## src/core/uar_pkg.sv

```systemverilog
// Shared constants, types and helpers of the serial receive block
package uar_pkg;

  localparam logic [2:0] ADDR_STATUS  = 3'h0;
  localparam logic [2:0] ADDR_CONTROL = 3'h1;
  localparam logic [2:0] ADDR_FORMAT  = 3'h2;
  localparam logic [2:0] ADDR_DATA    = 3'h3;

  localparam int ST_RXC_BIT      = 7;
  localparam int ST_FE_BIT       = 4;
  localparam int ST_DOR_BIT      = 3;
  localparam int ST_PE_BIT       = 2;
  localparam int ST_DBL_BIT      = 1;
  localparam int CTL_IRQEN_BIT   = 7;
  localparam int CTL_RXEN_BIT    = 4;
  localparam int CTL_SIZE2_BIT   = 2;
  localparam int CTL_NINTH_BIT   = 1;
  localparam int FMT_PAR_EN_BIT  = 5;
  localparam int FMT_PAR_ODD_BIT = 4;
  localparam int FMT_STOP_BIT    = 3;
  localparam int FMT_SIZE_HI     = 2;
  localparam int FMT_SIZE_LO     = 1;

  localparam logic [2:0] RST_CHAR_SIZE = 3'h3;
  localparam logic       RST_FLAG      = 1'b0;

  localparam logic [4:0] SPB_NORMAL        = 5'h10;
  localparam logic [4:0] SPB_DOUBLE        = 5'h08;
  localparam logic [4:0] VOTE_FIRST_NORMAL = 5'h08;
  localparam logic [4:0] VOTE_FIRST_DOUBLE = 5'h04;
  localparam logic [4:0] VOTE_SPAN         = 5'h02;

  localparam logic [2:0] CHAR_SIZE_NINE = 3'h7;
  localparam logic [3:0] CHAR_BITS_NINE = 4'h9;
  localparam logic [3:0] CHAR_BITS_BASE = 4'h5;

  typedef struct packed {
    logic       ninth;
    logic [7:0] data;
    logic       fe;
    logic       dor;
    logic       pe;
  } uar_entry_t;

  typedef struct packed {
    logic       par_en;
    logic       par_odd;
    logic [2:0] size;
  } uar_cfg_t;

  function automatic logic majority3(input logic [2:0] s);
    majority3 = (s[0] & s[1]) | (s[0] & s[2]) | (s[1] & s[2]);
  endfunction : majority3

  // Reserved size codes fall back to their low two bits
  function automatic logic [3:0] data_bits(input logic [2:0] size);
    data_bits = (size == CHAR_SIZE_NINE) ? CHAR_BITS_NINE
                                         : CHAR_BITS_BASE + {2'h0, size[1:0]};
  endfunction : data_bits

endpackage : uar_pkg

```

## src/core/uar_fifo.sv

```systemverilog
// Small flop-based receive FIFO with flush
`timescale 1ns/100ps
module uar_fifo #(
  parameter int WIDTH = 12,
  parameter int DEPTH = 2
) (
  input  wire logic             core_clk_in,
  input  wire logic             arst_n_in,
  input  wire logic             ce_in,
  input  wire logic             flush_in,
  input  wire logic             push_in,
  input  wire logic [WIDTH-1:0] push_data_in,
  input  wire logic             pop_in,
  output logic      [WIDTH-1:0] head_out,
  output logic                  empty_out,
  output logic                  full_out
);
  localparam int PW = (DEPTH > 1) ? $clog2(DEPTH) : 1;
  localparam int CW = $clog2(DEPTH + 1);

  logic [WIDTH-1:0] mem [DEPTH];
  logic [PW-1:0]    wr_ptr;
  logic [PW-1:0]    rd_ptr;
  logic [CW-1:0]    count;
  logic             do_push;
  logic             do_pop;

  function automatic logic [PW-1:0] bump(input logic [PW-1:0] p);
    bump = (p == PW'(DEPTH - 1)) ? '0 : PW'(p + 1'b1);
  endfunction : bump

  assign empty_out = (count == '0);
  assign full_out  = (count == CW'(DEPTH));
  assign do_push   = push_in & ~full_out;
  assign do_pop    = pop_in & ~empty_out;
  assign head_out  = mem[rd_ptr];

  always_ff @(posedge core_clk_in or negedge arst_n_in) begin
    if (!arst_n_in) begin
      wr_ptr <= '0;
      rd_ptr <= '0;
      count  <= '0;
    end else if (ce_in) begin
      if (flush_in) begin
        wr_ptr <= '0;
        rd_ptr <= '0;
        count  <= '0;
      end else begin
        if (do_push) wr_ptr <= bump(wr_ptr);
        if (do_pop) rd_ptr <= bump(rd_ptr);
        if (do_push && !do_pop) count <= CW'(count + 1'b1);
        else if (do_pop && !do_push) count <= CW'(count - 1'b1);
      end
    end
  end

  always_ff @(posedge core_clk_in or negedge arst_n_in) begin
    if (!arst_n_in) begin
      for (int i = 0; i < DEPTH; i++) mem[i] <= '0;
    end else if (ce_in && do_push && !flush_in) begin
      mem[wr_ptr] <= push_data_in;
    end
  end
endmodule : uar_fifo

```

## src/core/uar_sampler.sv

```systemverilog
// Oversample counter, falling edge detect and three-sample vote
`timescale 1ns/100ps
module uar_sampler (
  input  wire logic core_clk_in,
  input  wire logic arst_n_in,
  input  wire logic ce_in,
  input  wire logic tick_in,
  input  wire logic rxd_in,
  input  wire logic dbl_in,
  input  wire logic clear_in,
  input  wire logic arm_in,
  output logic      fall_out,
  output logic      vote_done_out,
  output logic      vote_out,
  output logic      bit_end_out
);
  import uar_pkg::*;

  logic [4:0] cnt;
  logic [4:0] spb;
  logic [4:0] first;
  logic [4:0] samp_num;
  logic       running;
  logic       prev_line;
  logic [1:0] early;

  assign spb      = dbl_in ? SPB_DOUBLE : SPB_NORMAL;
  assign first    = dbl_in ? VOTE_FIRST_DOUBLE : VOTE_FIRST_NORMAL;
  assign running  = (cnt != '0);
  assign samp_num = (cnt == spb) ? 5'h01 : 5'(cnt + 5'h01);
  assign fall_out = tick_in & prev_line & ~rxd_in;
  assign vote_done_out = tick_in & running & ~arm_in
                         & (samp_num == 5'(first + VOTE_SPAN));
  assign vote_out    = majority3({early, rxd_in});
  assign bit_end_out = tick_in & running & ~arm_in & (samp_num == spb);

  always_ff @(posedge core_clk_in or negedge arst_n_in) begin
    if (!arst_n_in) prev_line <= 1'b1;
    else if (ce_in && tick_in) prev_line <= rxd_in;
  end

  // First low sample is number 1; timing restarts on every start edge
  always_ff @(posedge core_clk_in or negedge arst_n_in) begin
    if (!arst_n_in) begin
      cnt <= '0;
    end else if (ce_in) begin
      if (clear_in) cnt <= '0;
      else if (tick_in && arm_in) cnt <= 5'h01;
      else if (tick_in && running) cnt <= samp_num;
    end
  end

  always_ff @(posedge core_clk_in or negedge arst_n_in) begin
    if (!arst_n_in) begin
      early <= 2'h0;
    end else if (ce_in && tick_in && running) begin
      if (samp_num == first) early[1] <= rxd_in;
      if (samp_num == 5'(first + 5'h01)) early[0] <= rxd_in;
    end
  end
endmodule : uar_sampler

```

## src/core/uar_rx_top.sv

```systemverilog
// Asynchronous serial receiver with register port and two-entry receive FIFO
`timescale 1ns/100ps
module uar_rx_top #(
  parameter int FIFO_DEPTH = 2
) (
  input  wire logic       core_clk_in,
  input  wire logic       arst_n_in,
  input  wire logic       ce_in,
  input  wire logic       sample_tick_in,
  input  wire logic       serial_rx_pin_in,
  input  wire logic [2:0] reg_addr_in,
  input  wire logic [7:0] reg_wdata_in,
  input  wire logic       reg_wr_in,
  input  wire logic       reg_rd_in,
  output logic      [7:0] reg_rdata_out,
  output logic            rx_complete_irq_out,
  output logic            rx_pin_owned_out
);
  import uar_pkg::*;

  typedef enum logic [2:0] {
    UAR_IDLE,
    UAR_START,
    UAR_DATA,
    UAR_PARITY,
    UAR_STOP
  } uar_state_t;

  uar_state_t state;

  // Strobe qualified by the sequencer phase; shared by several decoders below
  function automatic logic in_phase(input uar_state_t now, input uar_state_t want,
                                    input logic strobe);
    in_phase = (now == want) & strobe;
  endfunction : in_phase

  logic       rx_complete_irq_enable;
  logic       receiver_enable;
  logic       double_speed_select;
  logic       stop_bits_select;
  uar_cfg_t   cfg;
  uar_cfg_t   frame_cfg;

  logic       fall;
  logic       vote_done;
  logic       vote;
  logic       bit_end;
  logic       arm;
  logic       reject;
  logic       start_ok;
  logic       frame_done;
  logic       samp_clear;

  logic [3:0] bit_idx;
  logic [3:0] nbits;
  logic [8:0] shift_data;
  logic       parity_rx;
  uar_entry_t new_entry;

  uar_entry_t hold;
  logic       hold_valid;
  logic       move_hold;
  logic       direct;
  logic       capture;

  logic       fifo_push;
  uar_entry_t fifo_push_data;
  uar_entry_t head;
  logic [11:0] head_bits;
  logic       fifo_empty;
  logic       fifo_full;
  logic       data_read;
  logic       rx_complete;

  logic [7:0] rd_mux;

  assign nbits = data_bits(frame_cfg.size);

  // Register writes; the error flags have no write path at all
  always_ff @(posedge core_clk_in or negedge arst_n_in) begin
    if (!arst_n_in) begin
      rx_complete_irq_enable <= RST_FLAG;
      receiver_enable        <= RST_FLAG;
      double_speed_select    <= RST_FLAG;
      stop_bits_select       <= RST_FLAG;
      cfg.par_en             <= RST_FLAG;
      cfg.par_odd            <= RST_FLAG;
      cfg.size               <= RST_CHAR_SIZE;
    end else if (ce_in && reg_wr_in) begin
      unique case (reg_addr_in)
        ADDR_STATUS: begin
          double_speed_select <= reg_wdata_in[ST_DBL_BIT];
        end
        ADDR_CONTROL: begin
          rx_complete_irq_enable <= reg_wdata_in[CTL_IRQEN_BIT];
          receiver_enable        <= reg_wdata_in[CTL_RXEN_BIT];
          cfg.size[2]            <= reg_wdata_in[CTL_SIZE2_BIT];
        end
        ADDR_FORMAT: begin
          cfg.par_en       <= reg_wdata_in[FMT_PAR_EN_BIT];
          cfg.par_odd      <= reg_wdata_in[FMT_PAR_ODD_BIT];
          stop_bits_select <= reg_wdata_in[FMT_STOP_BIT];
          cfg.size[1:0]    <= reg_wdata_in[FMT_SIZE_HI:FMT_SIZE_LO];
        end
        default: begin
        end
      endcase
    end
  end

  uar_sampler u_sampler (
    .core_clk_in   (core_clk_in),
    .arst_n_in     (arst_n_in),
    .ce_in         (ce_in),
    .tick_in       (sample_tick_in),
    .rxd_in        (serial_rx_pin_in),
    .dbl_in        (double_speed_select),
    .clear_in      (samp_clear),
    .arm_in        (arm),
    .fall_out      (fall),
    .vote_done_out (vote_done),
    .vote_out      (vote),
    .bit_end_out   (bit_end)
  );

  // Edges are watched only in idle, so a frame's own data cannot re-arm it
  assign arm        = receiver_enable & in_phase(state, UAR_IDLE, fall);
  assign reject     = in_phase(state, UAR_START, vote_done) & vote;
  assign start_ok   = in_phase(state, UAR_START, vote_done) & ~vote;
  assign frame_done = in_phase(state, UAR_STOP, vote_done);
  assign samp_clear = ~receiver_enable | reject | frame_done;

  // Frame sequencer; leaving enable low drops any frame in flight
  always_ff @(posedge core_clk_in or negedge arst_n_in) begin
    if (!arst_n_in) begin
      state <= UAR_IDLE;
    end else if (ce_in) begin
      if (!receiver_enable) begin
        state <= UAR_IDLE;
      end else begin
        unique case (state)
          UAR_IDLE: begin
            if (arm) state <= UAR_START;
          end
          UAR_START: begin
            if (reject) state <= UAR_IDLE;
            else if (bit_end) state <= UAR_DATA;
          end
          UAR_DATA: begin
            if (bit_end && bit_idx == 4'(nbits - 4'h1)) begin
              state <= frame_cfg.par_en ? UAR_PARITY : UAR_STOP;
            end
          end
          UAR_PARITY: begin
            if (bit_end) state <= UAR_STOP;
          end
          UAR_STOP: begin
            // Back to edge watch right after the vote; later stop bits unseen
            if (vote_done) state <= UAR_IDLE;
          end
          // Unused codes of the state register fall back to edge watch
          default: begin
            state <= UAR_IDLE;
          end
        endcase
      end
    end
  end

  // Parity and size captured at the start edge so mid-frame writes leave reception alone;
  // the status PE bit is masked by the live cfg.par_en; the double speed select is not captured
  always_ff @(posedge core_clk_in or negedge arst_n_in) begin
    if (!arst_n_in) begin
      frame_cfg.par_en  <= RST_FLAG;
      frame_cfg.par_odd <= RST_FLAG;
      frame_cfg.size    <= RST_CHAR_SIZE;
    end else if (ce_in && arm) begin
      frame_cfg <= cfg;
    end
  end

  // Bit index restarts on every accepted edge; a rejected start leaves it unused
  always_ff @(posedge core_clk_in or negedge arst_n_in) begin
    if (!arst_n_in) begin
      bit_idx <= 4'h0;
    end else if (ce_in) begin
      if (arm) bit_idx <= 4'h0;
      else if (in_phase(state, UAR_DATA, bit_end)) bit_idx <= 4'(bit_idx + 4'h1);
    end
  end

  always_ff @(posedge core_clk_in or negedge arst_n_in) begin
    if (!arst_n_in) begin
      shift_data <= 9'h000;
    end else if (ce_in) begin
      if (arm) shift_data <= 9'h000;
      else if (in_phase(state, UAR_DATA, vote_done)) shift_data[bit_idx] <= vote;
    end
  end

  always_ff @(posedge core_clk_in or negedge arst_n_in) begin
    if (!arst_n_in) parity_rx <= 1'b0;
    else if (ce_in && in_phase(state, UAR_PARITY, vote_done)) parity_rx <= vote;
  end

  // Unused data bits stay zero, so they do not disturb the parity sum
  always_comb begin
    new_entry.ninth = shift_data[8];
    new_entry.data  = shift_data[7:0];
    new_entry.fe    = ~vote;
    new_entry.dor   = 1'b0;
    new_entry.pe    = frame_cfg.par_en
                      & ((^shift_data ^ frame_cfg.par_odd) != parity_rx);
  end

  // Waiting slot between the shift register and a full FIFO
  assign move_hold = hold_valid & ~fifo_full;
  assign direct    = frame_done & ~hold_valid & ~fifo_full;
  assign capture   = frame_done & ~direct & (~hold_valid | move_hold);

  always_ff @(posedge core_clk_in or negedge arst_n_in) begin
    if (!arst_n_in) begin
      hold_valid <= 1'b0;
    end else if (ce_in) begin
      if (!receiver_enable) hold_valid <= 1'b0;
      else if (capture) hold_valid <= 1'b1;
      else if (move_hold) hold_valid <= 1'b0;
    end
  end

  // A frame that finds the slot busy and the FIFO full is lost; a start accepted while the slot is busy and the FIFO full marks the waiting one
  always_ff @(posedge core_clk_in or negedge arst_n_in) begin
    if (!arst_n_in) begin
      hold <= '0;
    end else if (ce_in) begin
      if (capture) hold <= new_entry;
      else if (start_ok && hold_valid && fifo_full) hold.dor <= 1'b1;
    end
  end

  assign fifo_push      = receiver_enable & (move_hold | direct);
  assign fifo_push_data = move_hold ? hold : new_entry;
  assign data_read      = reg_rd_in & (reg_addr_in == ADDR_DATA);

  uar_fifo #(
    .WIDTH ($bits(uar_entry_t)),
    .DEPTH (FIFO_DEPTH)
  ) u_fifo (
    .core_clk_in  (core_clk_in),
    .arst_n_in    (arst_n_in),
    .ce_in        (ce_in),
    .flush_in     (~receiver_enable),
    .push_in      (fifo_push),
    .push_data_in (fifo_push_data),
    .pop_in       (data_read),
    .head_out     (head_bits),
    .empty_out    (fifo_empty),
    .full_out     (fifo_full)
  );

  // An empty FIFO reads as zero so a stale slot never shows up as data or flags
  assign head        = fifo_empty ? uar_entry_t'('0) : uar_entry_t'(head_bits);
  assign rx_complete = ~fifo_empty;

  // Status and control reads leave the FIFO alone, only a data read pops
  always_comb begin
    rd_mux = 8'h00;
    unique case (reg_addr_in)
      ADDR_STATUS: begin
        rd_mux[ST_RXC_BIT] = rx_complete;
        rd_mux[ST_FE_BIT]  = head.fe;
        rd_mux[ST_DOR_BIT] = head.dor;
        rd_mux[ST_PE_BIT]  = head.pe & cfg.par_en;
        rd_mux[ST_DBL_BIT] = double_speed_select;
      end
      ADDR_CONTROL: begin
        rd_mux[CTL_IRQEN_BIT] = rx_complete_irq_enable;
        rd_mux[CTL_RXEN_BIT]  = receiver_enable;
        rd_mux[CTL_SIZE2_BIT] = cfg.size[2];
        rd_mux[CTL_NINTH_BIT] = head.ninth;
      end
      ADDR_FORMAT: begin
        rd_mux[FMT_PAR_EN_BIT]  = cfg.par_en;
        rd_mux[FMT_PAR_ODD_BIT] = cfg.par_odd;
        rd_mux[FMT_STOP_BIT]    = stop_bits_select;
        rd_mux[FMT_SIZE_HI:FMT_SIZE_LO] = cfg.size[1:0];
      end
      ADDR_DATA: begin
        rd_mux = head.data;
      end
      default: begin
        rd_mux = 8'h00;
      end
    endcase
  end

  // Read data stand for one enabled cycle only; every other enabled cycle returns zero
  always_ff @(posedge core_clk_in or negedge arst_n_in) begin
    if (!arst_n_in) reg_rdata_out <= 8'h00;
    else if (ce_in) reg_rdata_out <= reg_rd_in ? rd_mux : 8'h00;
  end

  // Request tracks FIFO occupancy only; error flags feed no interrupt
  always_ff @(posedge core_clk_in or negedge arst_n_in) begin
    if (!arst_n_in) rx_complete_irq_out <= 1'b0;
    else if (ce_in) rx_complete_irq_out <= rx_complete & rx_complete_irq_enable;
  end

  // Pin ownership lags the enable by one flop, like every other output
  always_ff @(posedge core_clk_in or negedge arst_n_in) begin
    if (!arst_n_in) rx_pin_owned_out <= 1'b0;
    else if (ce_in) rx_pin_owned_out <= receiver_enable;
  end

endmodule : uar_rx_top

```

## config.mk

```make
export PLATFORM = sky130hd
export DESIGN_NAME = uar_rx_top
export DESIGN_NICKNAME = d
export VERILOG_FILES = /design/src/core/uar_pkg.sv /design/src/core/uar_fifo.sv /design/src/core/uar_sampler.sv /design/src/core/uar_rx_top.sv
export SDC_FILE = /design/constraint.sdc
export NUM_CORES = 1
export LEC_CHECK = 0
export ABC_AREA = 1
export ABC_CLOCK_PERIOD_IN_PS = 9500
export BUFFER_PORTS_ARGS = -buffer_cell sky130_fd_sc_hd__buf_2
export CORE_MARGIN = 2
export CORE_UTILIZATION = 42
export CTS_BUF_LIST = sky130_fd_sc_hd__clkbuf_8
export DETAILED_ROUTE_END_ITERATION = 8
export GPL_ROUTABILITY_DRIVEN = 0
export PLACE_DENSITY_LB_ADDON = 0.05
export SLEW_MARGIN = 15
export SYNTH_ARGS = -nofsm -noshare
export SYNTH_HDL_FRONTEND = slang
export SYNTH_HIERARCHICAL = 1
export SYNTH_SLANG_ARGS = --single-unit
```

## constraint.sdc

```tcl
create_clock -name core_clk_in -period 9.5 [get_ports core_clk_in]
set_clock_uncertainty 0.15 [all_clocks]
set_input_delay 0.95 -clock core_clk_in [delete_from_list [all_inputs] [get_ports core_clk_in]]
set_output_delay 0.95 -clock core_clk_in [all_outputs]
set_load 0.05 [all_outputs]
```

-- Word level (Yosys, flattened, before mapping)
Index checks and enable logic that the tools add are counted.
- add/subtract/negate cells: 10
- multiply operators: 0
- divide/modulo/power cells: 0
- magnitude comparators: 5
- eq/ne operators: 25
- shifts and indexed selects: 0
- multiplexer cells: 53
- bitwise operators: 47
- reductions and logical operators: 42
- operators with widths (cell ; number):
    12-bit 2-to-1 mux ; 6
    1-bit bitwise AND ; 30
    2-bit AND reduction ; 14
    5-bit == test ; 5
    5-bit 2-to-1 mux ; 5
    24-bit bitwise mux ; 1
    3-bit 2-to-1 mux ; 8
    9-bit 2-to-1 mux ; 2
    1-bit logical AND ; 16
    4-bit 2-to-1 mux ; 4
    3-bit one-hot mux with 5 select lines ; 1
    1-bit 2-to-1 mux ; 14
    12-bit demux with 1-bit select ; 1
    3-bit by 2-bit == test with 1-bit output (second input constant) ; 4
    3-bit inequality test (second input constant) ; 4
    5-bit by 1-bit adder with 5-bit output (second input constant) ; 2
    9-bit bitwise mux ; 1
    9-bit parity ; 1
    8-bit 2-to-1 mux ; 1
    1-bit NOT ; 8
    2-bit one-hot mux with 4 select lines ; 1
    3-bit by 1-bit == test with 1-bit output (second input constant) ; 2
    3-bit == test (second input constant) ; 2
    3-bit zero test ; 2
    31 further kinds ; 47
- flip-flop bits (word level): 90
- latch bits: 0
- RAM bits: 0
- ROM bits: 0
- logic and storage cells: 215
- memories: 0

-- Longest topological paths before layout
Gate-level depths: netlist of the first run.
- depth in word-level cells: 18
- depth in mapped cells: 22
- depth with buffers taken out: 21

-- Cells and area by module
Netlist of the first run, hierarchy kept.
- by module, submodules not included (module ; instances ; cells each ; area each (µm²) ; sequential area each (µm²)):
    uar_rx_top ; 1 ; 396 ; 3057.9 ; 1356.3
    uar_fifo ; 1 ; 187 ; 1473.9 ; 700.7
    uar_sampler ; 1 ; 91 ; 653.1 ; 201.4

-- Worst setup path after synthesis of the first run
No wires, ideal clock.
- kind: in2reg
- from: input sample_tick_in
- to: register u_fifo.count[1]
- setup time: 0.118 ns
- arrival time: 3.604 ns
- data required time: 9.232 ns
- path slack: 5.628 ns
- stages: 19
- buffers on the path: 2
- cells stage by stage: nand2_1 > nor2_1 > nand4_4 > clkbuf_1 > inv_1 > nor2_1 > nand3_1 > nor2_1 > inv_1 > nor2_4 > nand3b_2 > a21oi_1 > inv_2 > a21oi_4 > buf_6 > ha_1 > o21ai_0 > or2_2 > nand2_1
- longest elaborated chain between the ends: 17
- elaborated cells between the ends (all ways): 21
- those cells by class: eq/ne (1); mux (2); bitwise (14); reduce/logical (4)
- RTL lines (item ; line ; text):
    from (decl) ; uar_rx_top.sv:9 ; input wire logic sample_tick_in,
    1-bit bitwise AND * (2 in series) ; uar_sampler.sv:31 ; assign fall_out = tick_in & prev_line & ~rxd_in;
    via fall ; uar_rx_top.sv:44 ; logic fall;
    1-bit bitwise AND * ; uar_rx_top.sv:34 ; in_phase = (now == want) & strobe;
    1-bit bitwise AND * ; uar_rx_top.sv:127 ; assign arm = receiver_enable & in_phase(state, UAR_IDLE, fall);
    via arm ; uar_rx_top.sv:48 ; logic arm;
    1-bit NOT * ; uar_sampler.sv:32 ; assign vote_done_out = tick_in & running & ~arm_in
    1-bit bitwise AND * ; uar_sampler.sv:32 ;
    1-bit bitwise AND * ; uar_sampler.sv:33 ; & (samp_num == 5'(first + VOTE_SPAN));
    via vote_done ; uar_rx_top.sv:45 ; logic vote_done;
    (+3 left out) ; n/a ;
    1-bit OR * ; uar_rx_top.sv:241 ; assign fifo_push = receiver_enable & (move_hold | direct);
    1-bit bitwise AND * ; uar_rx_top.sv:241 ;
    via fifo_push ; uar_rx_top.sv:66 ; logic fifo_push;
    1-bit bitwise AND * ; uar_fifo.sv:34 ; assign do_push = push_in & ~full_out;
    1-bit zero test ; uar_fifo.sv:52 ; else if (do_pop && !do_push) count <= CW'(count - 1'b1);
    1-bit logical AND ; uar_fifo.sv:52 ;
    3-bit by 1-bit inequality test with 1-bit output (no line) ; n/a ;
    2-bit AND reduction (no line) ; n/a ;
    to (signal assigned) ; uar_fifo.sv:51 ; if (do_push && !do_pop) count <= CW'(count + 1'b1);
    to (signal assigned) ; uar_fifo.sv:52 ;
    to (decl) ; uar_fifo.sv:24 ; logic [CW-1:0] count;
Mark *: on every way through the listed nets, which the timed path passes. The rest lies on a longest branch.
A chain may end at the register's enable or synchronous reset.

-- Worst setup path after layout of the first run
- from: register u_sampler.cnt[0]
- to: register u_fifo.count[1]
- longest elaborated chain between the ends: 14
- elaborated cells between the ends (all ways): 21
- those cells by class: add/sub (1); eq/ne (3); mux (3); bitwise (9); reduce/logical (5)
- RTL lines (item ; line ; text):
    from (decl) ; uar_sampler.sv:19 ; logic [4:0] cnt;
    from (signal assigned) ; uar_sampler.sv:49 ; else if (tick_in && running) cnt <= samp_num;
    5-bit by 1-bit adder with 5-bit output (tied with other cells) ; uar_sampler.sv:30 ; assign samp_num = (cnt == spb) ? 5'h01 : 5'(cnt + 5'h01);
    5-bit 2-to-1 mux / 1-bit bitwise AND (equally long branches) ; uar_sampler.sv:30, uar_sampler.sv:32 ;
    5-bit == test / 1-bit bitwise AND (equally long branches) ; uar_sampler.sv:33, uar_sampler.sv:32 ;
    1-bit bitwise AND * ; uar_sampler.sv:33 ;
    via vote_done ; uar_rx_top.sv:45 ;
    1-bit bitwise AND * ; uar_rx_top.sv:34 ;
    1-bit bitwise AND * (2 in series) ; uar_rx_top.sv:218 ; assign direct = frame_done & ~hold_valid & ~fifo_full;
    1-bit OR * ; uar_rx_top.sv:241 ;
    1-bit bitwise AND * ; uar_rx_top.sv:241 ;
    via fifo_push ; uar_rx_top.sv:66 ;
    1-bit bitwise AND * ; uar_fifo.sv:34 ;
    1-bit zero test ; uar_fifo.sv:52 ;
    1-bit logical AND ; uar_fifo.sv:52 ;
    3-bit by 1-bit inequality test with 1-bit output (no line) ; n/a ;
    2-bit AND reduction (no line) ; n/a ;
Marks and branches as above.

==> out/metrics.yaml, run 1 <==
irDropWorstVdd_mv: 0.0524
tightest_slew_ps: 995
cts.sinks: 90
synthCells: 674
antenna_found_initial: 0
cp_data_required_time_ps: 9660
drt_iter0_drc: 200
coreArea_sq_um: 12000
fmax_mhz: 249
cpMaxStageDelayCell: "a21oi_4"
routed_via_density: 5.17
grt_pass1_wl_microns: 20500
cts_resized: 0
start_util_pct: 43.2
reg2reg_depth: 19
syn-mean-instance-area_sq_um: 7.69
htree_levels: 3
via_count: 4365
clockRootBuffer: "clkbuf_8"
firstDrtPassIters: 5
clkLatencyLatePin_ps: 380
slowest_delay_ps: 520
cp_max_fo: 25
grt-ovfl-total: 0
finalSetupViolCount: 0
slew_violations: 0
synth_edf_count: 0
final_cell_mix: "nand2_1 (226), dfrtp_1 (85), inv_1 (76)"
drt_wl_total_microns: 12300
syn-cell-area_sq_um: 5180
slew_headroom_pct: 33.7
drive_gt1_share_pct: 12.8
r2r_setup_slack_ps: 5480
worstPathArrival_ps: 4180
cts_tree: "built"
path_class: "reg -> reg"
final_common_cell: "nand2_1"
ant_nets: 0
hold_class: "in -> async"
die_h_microns: 115
dieWidth_microns: 115
p_leak_nw: 2.86
powerDensity_nw_per_um2: 169
fin_util_pct: 46.6
dp_slack_ps: 5070
ys_types: 45
syn_nets: 704
status: "finished clean"
clock_path_buffers: 2
finalPower_mw: 0.946
nets: 722
io_pins: 28
async_flop_share_pct: 100
ff_latch_area_sq_um: 2260
cp-start-kind: "flop"
synthFlopType: "dfrtp_1"
fillers: 1241
period_needed_ps: 4020
grt_pass1_vias: 4038
hpwl_microns: 8770
wire_per_inst_microns: 14.5
clk_pin_slew_worst_paths_ps: 90
die-area_sq_um: 13300
finalCritPeriodShare_pct: 42.3
rows: 40
post-cts-setup-buffer-count: 0
antennaDiodeCount: 0
port_buffers: 25
fin_tns_setup_ps: 0
ys_ff_latch: 90
multiInputGateArea_sq_um: 2470
critical_path.endpoint_type: "flop"
setup_slack_ps: 5480
globalRouteTotalUtil_pct: 19.9
syn_to_final_growth_pct: 7.99
drcViolationCount: 0
cts_made_buffers: 9
cp_cell_sequence: "inv_1 > ha_1 > inv_1 > nor2_4 > nand2_1 > nand2_1 > nor2_1 > nand3_1 > nor2_1 > inv_1 > nor2_4 > nand3b_2 > a21oi_1 > inv_2 > a21oi_4 > ha_1 > nor3_1 > nand3_1 > nand2_1"
cap_violations: 0
hold_viol_final: 0
grt_setup_unrepaired: "no"
yosysWarnings: 6
ys_seq_area_share_pct: 43.6
hold_buffers: 0
grt_max_degree: 78
## synthesized netlist by cell type, types with 6 or more instances
library cell / n / share of area [%]
a21oi_1: 20 / 1.9
buf_6: 7 / 1.5
clkbuf_1: 6 / 0.43
dfrtp_1: 85 / 41
ha_1: 12 / 2.9
inv_1: 75 / 5.4
inv_2: 10 / 0.72
nand2_1: 226 / 16
nand2_2: 11 / 1.3
nand3_1: 40 / 3.9
nand4_1: 33 / 4.0
nor2_1: 27 / 2.0
nor3_1: 6 / 0.58
o21ai_0: 34 / 3.3
o21ai_1: 14 / 1.4
o22ai_1: 15 / 1.8
## per-layer routing
| layer | vias to the layer above | track usage [%] | share of wire (%) |
|---|---|---|---|
| li1 | 2238 | - | - |
| met1 | 2032 | 28.8 | 50 |
| met2 | 80 | 30.6 | 45 |
| met3 | 15 | 2.85 | 3.6 |
| met4 | 0 | 6.51 | 1.5 |
| met5 | - | 0 | 0 |
## cells by family after synthesis
kind of cell / synth area share [%]
buf+inv: 8.81
compound gates: 10.3
fa+ha+maj: 3.09
flops: 43.6
xor+xnor: 1.52
simple gates: 32.6
mux: 0.217
## final timing paths
| path | from | to |
|---|---|---|
| min in group core_clk_in | u_sampler/prev_line | u_sampler/prev_line |
| setup / recovery | u_sampler/cnt[0] | u_fifo/count[1] |
| max in group asynchronous | arst_n_in | shift_data[8] |
| hold / removal | arst_n_in | u_sampler/cnt[3] |
| hold reg to reg | u_sampler/prev_line | u_sampler/prev_line |
| setup reg to reg | u_sampler/cnt[0] | u_fifo/count[1] |
## layout make-up
type                            instances  area share [%]
Clock buffer                           10            2.46
Clock inverter                          6            1.59
Inverter                               86            5.77
Multi-Input combinational cell        479            44.2
Sequential cell                        90            40.3
Tap cell                              147            3.28
Timing Repair Buffer                   26            2.41
## flip-flops by register name (all words and copies together) (netlist names), 4 cells and up
signal	cells
cfg	5
frame_cfg	5
hold	12
reg_rdata_out	8
u_sampler/cnt	5
shift_data	9
bit_idx	4
u_fifo/mem	24
## metrics by stage
step	std cells	cell area [sq um]	hold WS, ps
finish	844	5600	264
global placement	828	5370	304
floorplan	674	5180	292
detailed placement	828	5370	308
CTS	844	5600	249
global route	844	5600	258
## worst max-delay path: cells and delay by family (launching register included)
family	cells	cell delay [ps]
and+or+nand+nor	11	1390
AOI/OAI and AO/OA	2	970
adders and majority gates	2	570
DFF	1	480
buffers and inverters	4	410
## power breakdown
part	internal (mW)	switching (mW)
Clock	0.156	0.146
Combinational	0.0633	0.129
Sequential	0.414	0.0369
Total	0.633	0.312
Power figures use the tool's default switching activity.
==> inputs of run 2 (changes only) <==
ABC_CLOCK_PERIOD_IN_PS = 3650   (was 9500)
clock period = 3.65 ns   (was 9.5 ns; I/O delays follow)
==> out/metrics.yaml, run 2 (same netlist as run 1, synthesis figures left out) <==
largest_register_ffs: 24  # unchanged
fin_tns_setup_ps: 0  # unchanged
reg2reg_depth: 19  # unchanged
io_pins: 28  # unchanged
die_h_microns: 115  # unchanged
syn_to_final_growth_pct: 7.87  # was 7.99%
grt-ovfl-total: 0  # unchanged
clk_pin_slew_worst_paths_ps: 80  # was 90 ps
startpoint: "u_sampler/cnt[0]"  # unchanged
slew_headroom_pct: 37.1  # was 33.7%
fillers: 1184  # was 1241
finalPower_mw: 2.33  # was 0.946 mW
final_common_cell: "nand2_1"  # unchanged
fmax_mhz: 305  # was 249 MHz
clockRootBuffer: "clkbuf_8"  # unchanged
clkLatencyLatePin_ps: 360  # was 380 ps
drt_wl_total_microns: 12300  # about the same
cp_data_required_time_ps: 3750  # was 9660 ps
ff_latch_area_sq_um: 2260  # unchanged
hold_viol_final: 5  # was 0
grt_pass1_vias: 4054  # was 4038
critical_path.top_delay_family: "simple AND/OR/NAND/NOR gates"  # unchanged
cp-start-kind: "flop"  # unchanged
tightest_slew_ps: 943  # was 995 ps
firstDrtPassIters: 5  # unchanged
fin_util_pct: 46.6  # about the same
port_buffers: 25  # unchanged
cp_max_fo: 7  # was 25
via_count: 4354  # was 4365
wire_per_inst_microns: 14.5  # about the same
status: "finished with violations"  # was finished clean
hold_class: "in -> async"  # unchanged
clock_path_buffers: 2  # unchanged
nets: 727  # was 722
finalSetupViolCount: 0  # unchanged
finalCritPeriodShare_pct: 89.9  # was 42.3%
cts_tree: "built"  # unchanged
reg_top3: "u_fifo/mem (24), hold (12), shift_data (9)"  # unchanged
drcViolationCount: 0  # unchanged
worstPathArrival_ps: 3390  # was 4180 ps
grt_pass1_wl_microns: 20600  # was 20500 microns
antennaDiodeCount: 0  # unchanged
worst-path-buf-inv: 4  # unchanged
final_cell_mix: "nand2_1 (226), dfrtp_1 (85), inv_1 (79)"  # was nand2_1 (226), dfrtp_1 (85), inv_1 (76)
r2r-start: "u_sampler/cnt[0]"  # unchanged
routed_via_density: 5.13  # was 5.17
period_needed_ps: 3280  # was 4020 ps
worstSetupEndpoint: "u_fifo/count[1]"  # unchanged
rows: 40  # unchanged
r2r_setup_slack_ps: 370  # was 5480 ps
die-area_sq_um: 13300  # unchanged
r2r_end: "u_fifo/count[1]"  # unchanged
violations: "negative hold slack"
multiInputGateArea_sq_um: 2470  # about the same
slew_violations: 0  # unchanged
cts_made_buffers: 9  # unchanged
cts.sinks: 90  # unchanged
p_leak_nw: 2.87  # was 2.86 nW
critical_path.endpoint_type: "flop"  # unchanged
coreArea_sq_um: 12000  # unchanged
antenna_found_initial: 0  # unchanged
grt_setup_unrepaired: "no"  # unchanged
cp_cell_sequence: "inv_1 > ha_1 > inv_1 > nor2_4 > nand2_1 > nand2_1 > nor2_1 > nand3_1 > nor2_1 > inv_1 > nor2_4 > nand3b_2 > a21oi_2 > inv_2 > a21oi_4 > ha_1 > o21ai_0 > or2_2 > nand2_1"  # was inv_1 > ha_1 > inv_1 > nor2_4 > nand2_1 > nand2_1 > nor2_1 > nand3_1 > nor2_1 > inv_1 > nor2_4 > nand3b_2 > a21oi_1 > inv_2 > a21oi_4 > ha_1 > nor3_1 > nand3_1 > nand2_1
hpwl_microns: 8850  # was 8770 microns
ant_nets: 0  # unchanged
slowest_delay_ps: 470  # was 520 ps
path_class: "reg -> reg"  # unchanged
globalRouteTotalUtil_pct: 19.9  # about the same
drt_iter0_drc: 254  # was 200
drive_gt1_share_pct: 13.0  # was 12.8%
critical_path_depth: 19  # unchanged
htree_levels: 3  # unchanged
fin_hold_ws_ps: -28.3  # was 264 ps
cpMaxStageDelayCell: "dfrtp_1"  # was a21oi_4
start_util_pct: 43.2  # unchanged
dieWidth_microns: 115  # unchanged
cap_violations: 0  # unchanged
largest_register: "u_fifo/mem"  # unchanged
powerDensity_nw_per_um2: 417  # was 169 nW/um^2
grt_max_degree: 74  # was 78
irDropWorstVdd_mv: 0.150  # was 0.0524 mV
==> run 2: what timing repair did <==
action | in CTS | in global routing
setup endpoints to repair | 0 | 2
setup buffers | 0 | 0
resized for setup | 0 | 1
hold buffers | 0 | 0
==> run 2: where the power goes <==
part           leakage [nW]  total, mW  switching, mW  internal, mW
Combinational          1.61      0.502          0.334         0.168
Sequential             1.16       1.17         0.0946          1.08
Clock                 0.104      0.660          0.354         0.306
Total                  2.87       2.33          0.782          1.55
==> run 2: metrics by stage <==
| step | worst slack, ps | area [sq um] | cells | hold WS (ps) |
|---|---|---|---|---|
| after global placement | 381 | 5410 | 833 | 304 |
| after CTS | 302 | 5590 | 849 | 4.55 |
| after floorplan | 312 | 5180 | 674 | -80.6 |
| after global routing | 58.9 | 5590 | 849 | 61.6 |
| final | 369 | 5590 | 849 | -28.3 |
| after detailed placement | 320 | 5410 | 833 | 309 |
==> run 2: final cells by class <==
cell class,count,area share [%]
multi-input cells,479,44.2
clock buffers,9,2.21
well taps,147,3.29
clock inverters,7,1.03
inverters,86,5.77
repair buffers,31,3.09
flip-flops and latches,90,40.4
==> run 2: worst min-delay path by stage <==
stage	to	slack, ps	cells past startpoint
after global routing	u_sampler/cnt[0]	60	1
after detailed placement	u_fifo/mem[15]	310	2
final	u_sampler/cnt[0]	-30	1
after global placement	u_fifo/mem[17]	300	2
after floorplan	bit_idx[0]	-80	0
after CTS	u_sampler/cnt[0]	5	1
==> run 2: layer usage <==
layer	part of all wire [%]	up-vias	wire length (microns)	GRT usage, %
met2	45	73	5520	31.2
li1	-	2251	-	-
met1	51	2018	6220	28.6
met5	0	-	0	0
met3	3.1	12	382	2.69
met4	1.3	0	156	6.43
==> inputs of run 3 (changes only) <==
PLACE_DENSITY = 0.71   (was default)
PLACE_DENSITY_LB_ADDON = default   (was 0.05)
==> out/metrics.yaml, run 3 (same netlist as run 1, synthesis figures left out) <==
status: "finished with violations"  # unchanged
violations: "negative hold slack"  # unchanged
p_comb_share_pct: 21.9  # was 21.5%
port_buffers: 25  # unchanged
firstDrtPassIters: 5  # unchanged
wire_per_inst_microns: 14.0  # was 14.5 microns
ant_nets: 0  # unchanged
r2r_end: "u_fifo/count[1]"  # unchanged
met2_usage_pct: 30.7  # was 31.2%
p_clk_share_pct: 27.5  # was 28.3%
largest_register: "u_fifo/mem"  # unchanged
internal_power_mw: 1.51  # was 1.55 mW
clk_pin_slew_worst_paths_ps: 90  # was 80 ps
r2r_setup_slack_ps: 370  # about the same
grt_max_degree: 77  # was 74
clockRootBuffer: "clkbuf_8"  # unchanged
worst-path-buf-inv: 4  # unchanged
nets: 725  # was 727
cpMaxStageDelayCell: "dfrtp_1"  # unchanged
cp_data_required_time_ps: 3820  # was 3750 ps
drt_iter0_drc: 404  # was 254
dieWidth_microns: 115  # unchanged
fmax_mhz: 305  # about the same
cts.sinks: 90  # unchanged
slew_headroom_pct: 36.4  # was 37.1%
antenna_found_initial: 0  # unchanged
io_pins: 28  # unchanged
grt.busiest_layer: "met2"  # unchanged
path_class: "reg -> reg"  # unchanged
grt_pass1_vias: 4246  # was 4054
reg2reg_depth: 20  # was 19
fillers: 1182  # was 1184
swShare_pct: 34.8  # was 33.5%
final_cell_mix: "nand2_1 (226), dfrtp_1 (84), inv_1 (75)"  # was nand2_1 (226), dfrtp_1 (85), inv_1 (79)
largest_register_ffs: 24  # unchanged
powerDensity_nw_per_um2: 415  # was 417 nW/um^2
globalRouteTotalUtil_pct: 18.8  # was 19.9%
finalSetupViolCount: 0  # unchanged
routed_via_density: 5.32  # was 5.13
start_util_pct: 43.2  # unchanged
grt-ovfl-total: 0  # unchanged
drcViolationCount: 0  # unchanged
fin_hold_ws_ps: -17.0  # was -28.3 ps
grt_setup_unrepaired: "no"  # unchanged
r2r-start: "u_sampler/cnt[1]"  # was u_sampler/cnt[0]
period_needed_ps: 3280  # about the same
final_common_cell: "nand2_1"  # unchanged
crit_path_frequent_cell: "inv_1"
finalCritPeriodShare_pct: 89.7  # was 89.9%
switchingPower_mw: 0.804  # was 0.782 mW
cp_cell_sequence: "inv_1 > ha_1 > inv_1 > nor2_4 > nand3_4 > nand2_2 > nand2_2 > nand2_4 > nand2_1 > nor2_1 > inv_1 > nor2_4 > nand3b_2 > a21oi_1 > inv_2 > a21oi_4 > ha_1 > nor3_1 > nand3_1 > nand2_1"  # was inv_1 > ha_1 > inv_1 > nor2_4 > nand2_1 > nand2_1 > nor2_1 > nand3_1 > nor2_1 > inv_1 > nor2_4 > nand3b_2 > a21oi_2 > inv_2 > a21oi_4 > ha_1 > o21ai_0 > or2_2 > nand2_1
seqPwrFrac_pct: 50.6  # was 50.2%
clkLatencyLatePin_ps: 370  # was 360 ps
cap_violations: 0  # unchanged
grt_util_met1_pct: 25.1  # was 28.6%
hold_buffers: 0  # unchanged
hpwl_microns: 8400  # was 8850 microns
slowest_delay_ps: 450  # was 470 ps
coreArea_sq_um: 12000  # unchanged
cts_made_buffers: 9  # unchanged
slew_violations: 0  # unchanged
met3_usage_pct: 2.90  # was 2.69%
critical_path.top_delay_family: "simple AND/OR/NAND/NOR gates"  # unchanged
reg_top3: "u_fifo/mem (24), hold (12), shift_data (9)"  # unchanged
via_count: 4500  # was 4354
drt_wl_total_microns: 11800  # was 12300 microns
hold_class: "in -> async"  # unchanged
irDropWorstVdd_mv: 0.152  # was 0.150 mV
tightest_slew_ps: 954  # was 943 ps
die-area_sq_um: 13300  # unchanged
cts_tree: "built"  # unchanged
htree_levels: 3  # unchanged
cp_max_fo: 8  # was 7
grt_pass1_wl_microns: 20100  # was 20600 microns
syn_to_final_growth_pct: 7.43  # was 7.87%
cp-start-kind: "flop"  # unchanged
hold_viol_final: 19  # was 5
worstPathArrival_ps: 3440  # was 3390 ps
p_leak_nw: 2.85  # was 2.87 nW
rows: 40  # unchanged
drive_gt1_share_pct: 13.2  # was 13.0%
antennaDiodeCount: 0  # unchanged
die_h_microns: 115  # unchanged
fin_tns_setup_ps: 0  # unchanged
critical_path.endpoint_type: "flop"  # unchanged
clock_path_buffers: 2  # unchanged
-- run 3: power groups by stage --
stage               combinational (mW)  sequential (mW)  clock, mW
detailed placement               0.507             1.19          0
CTS                              0.510             1.17      0.648
finish                           0.507             1.17      0.635
global placement                 0.488             1.18          0
floorplan                        0.368             1.18          0
global route                     0.587             1.18      0.691
-- run 3: final cells by class --
cell class	count	area (sq um)	share of cell area, %
Clock buffer	10	138	2.47
Clock inverter	5	38.8	0.696
Inverter	86	323	5.80
Multi-Input combinational cell	479	2470	44.3
Sequential cell	90	2260	40.6
Tap cell	147	184	3.30
Timing Repair Buffer	29	158	2.83
-- run 3: stage by stage --
step	setup slack, ps	total power [mW]	cell area [sq um]	util (%)	instances
2_1_floorplan	312	1.55	5180	-	674
3_3_place_gp	465	1.67	5390	44.9	831
3_5_place_dp	352	1.69	5390	44.9	831
4_1_cts	349	2.33	5570	46.4	846
5_1_grt	5.76	2.46	5570	46.4	846
6_report	375	2.31	5570	46.4	846
-- run 3: worst max-delay path by stage --
stage,endpoint,from,depth (start not counted)
finish,u_fifo/count[1],u_sampler/cnt[1],20
detailed placement,u_fifo/count[1],u_sampler/cnt[0],19
floorplan,u_fifo/count[1],state[2],18
CTS,u_fifo/count[1],u_sampler/cnt[0],19
global placement,u_fifo/count[1],u_sampler/cnt[0],20
global route,u_fifo/count[0],u_sampler/cnt[1],20
-- run 3: worst reg2reg max path: stages (launching register included) --
cell and delay, ps:
dfrtp_1 450, inv_1 130, ha_1 170, inv_1 70, nor2_4 110, nand3_4 140
nand2_2 120, nand2_2 70, nand2_4 80, nand2_1 50, nor2_1 190, inv_1 140
nor2_4 150, nand3b_2 110, a21oi_1 230, inv_2 70, a21oi_4 130, ha_1 260
nor3_1 230, nand3_1 110, nand2_1 60
-- run 3: what timing repair did --
| item | CTS | global route |
|---|---|---|
| setup endpoints to repair | 0 | 2 |
| buffers inserted | 0 | 0 |
| gates resized for setup | 0 | 1 |
-- run 3: metal layers --
layer / vias up / part of all wire [%]
met5: - / 0
met4: 0 / 2.8
met3: 32 / 4.8
met2: 116 / 47
met1: 2098 / 46
li1: 2254 / -
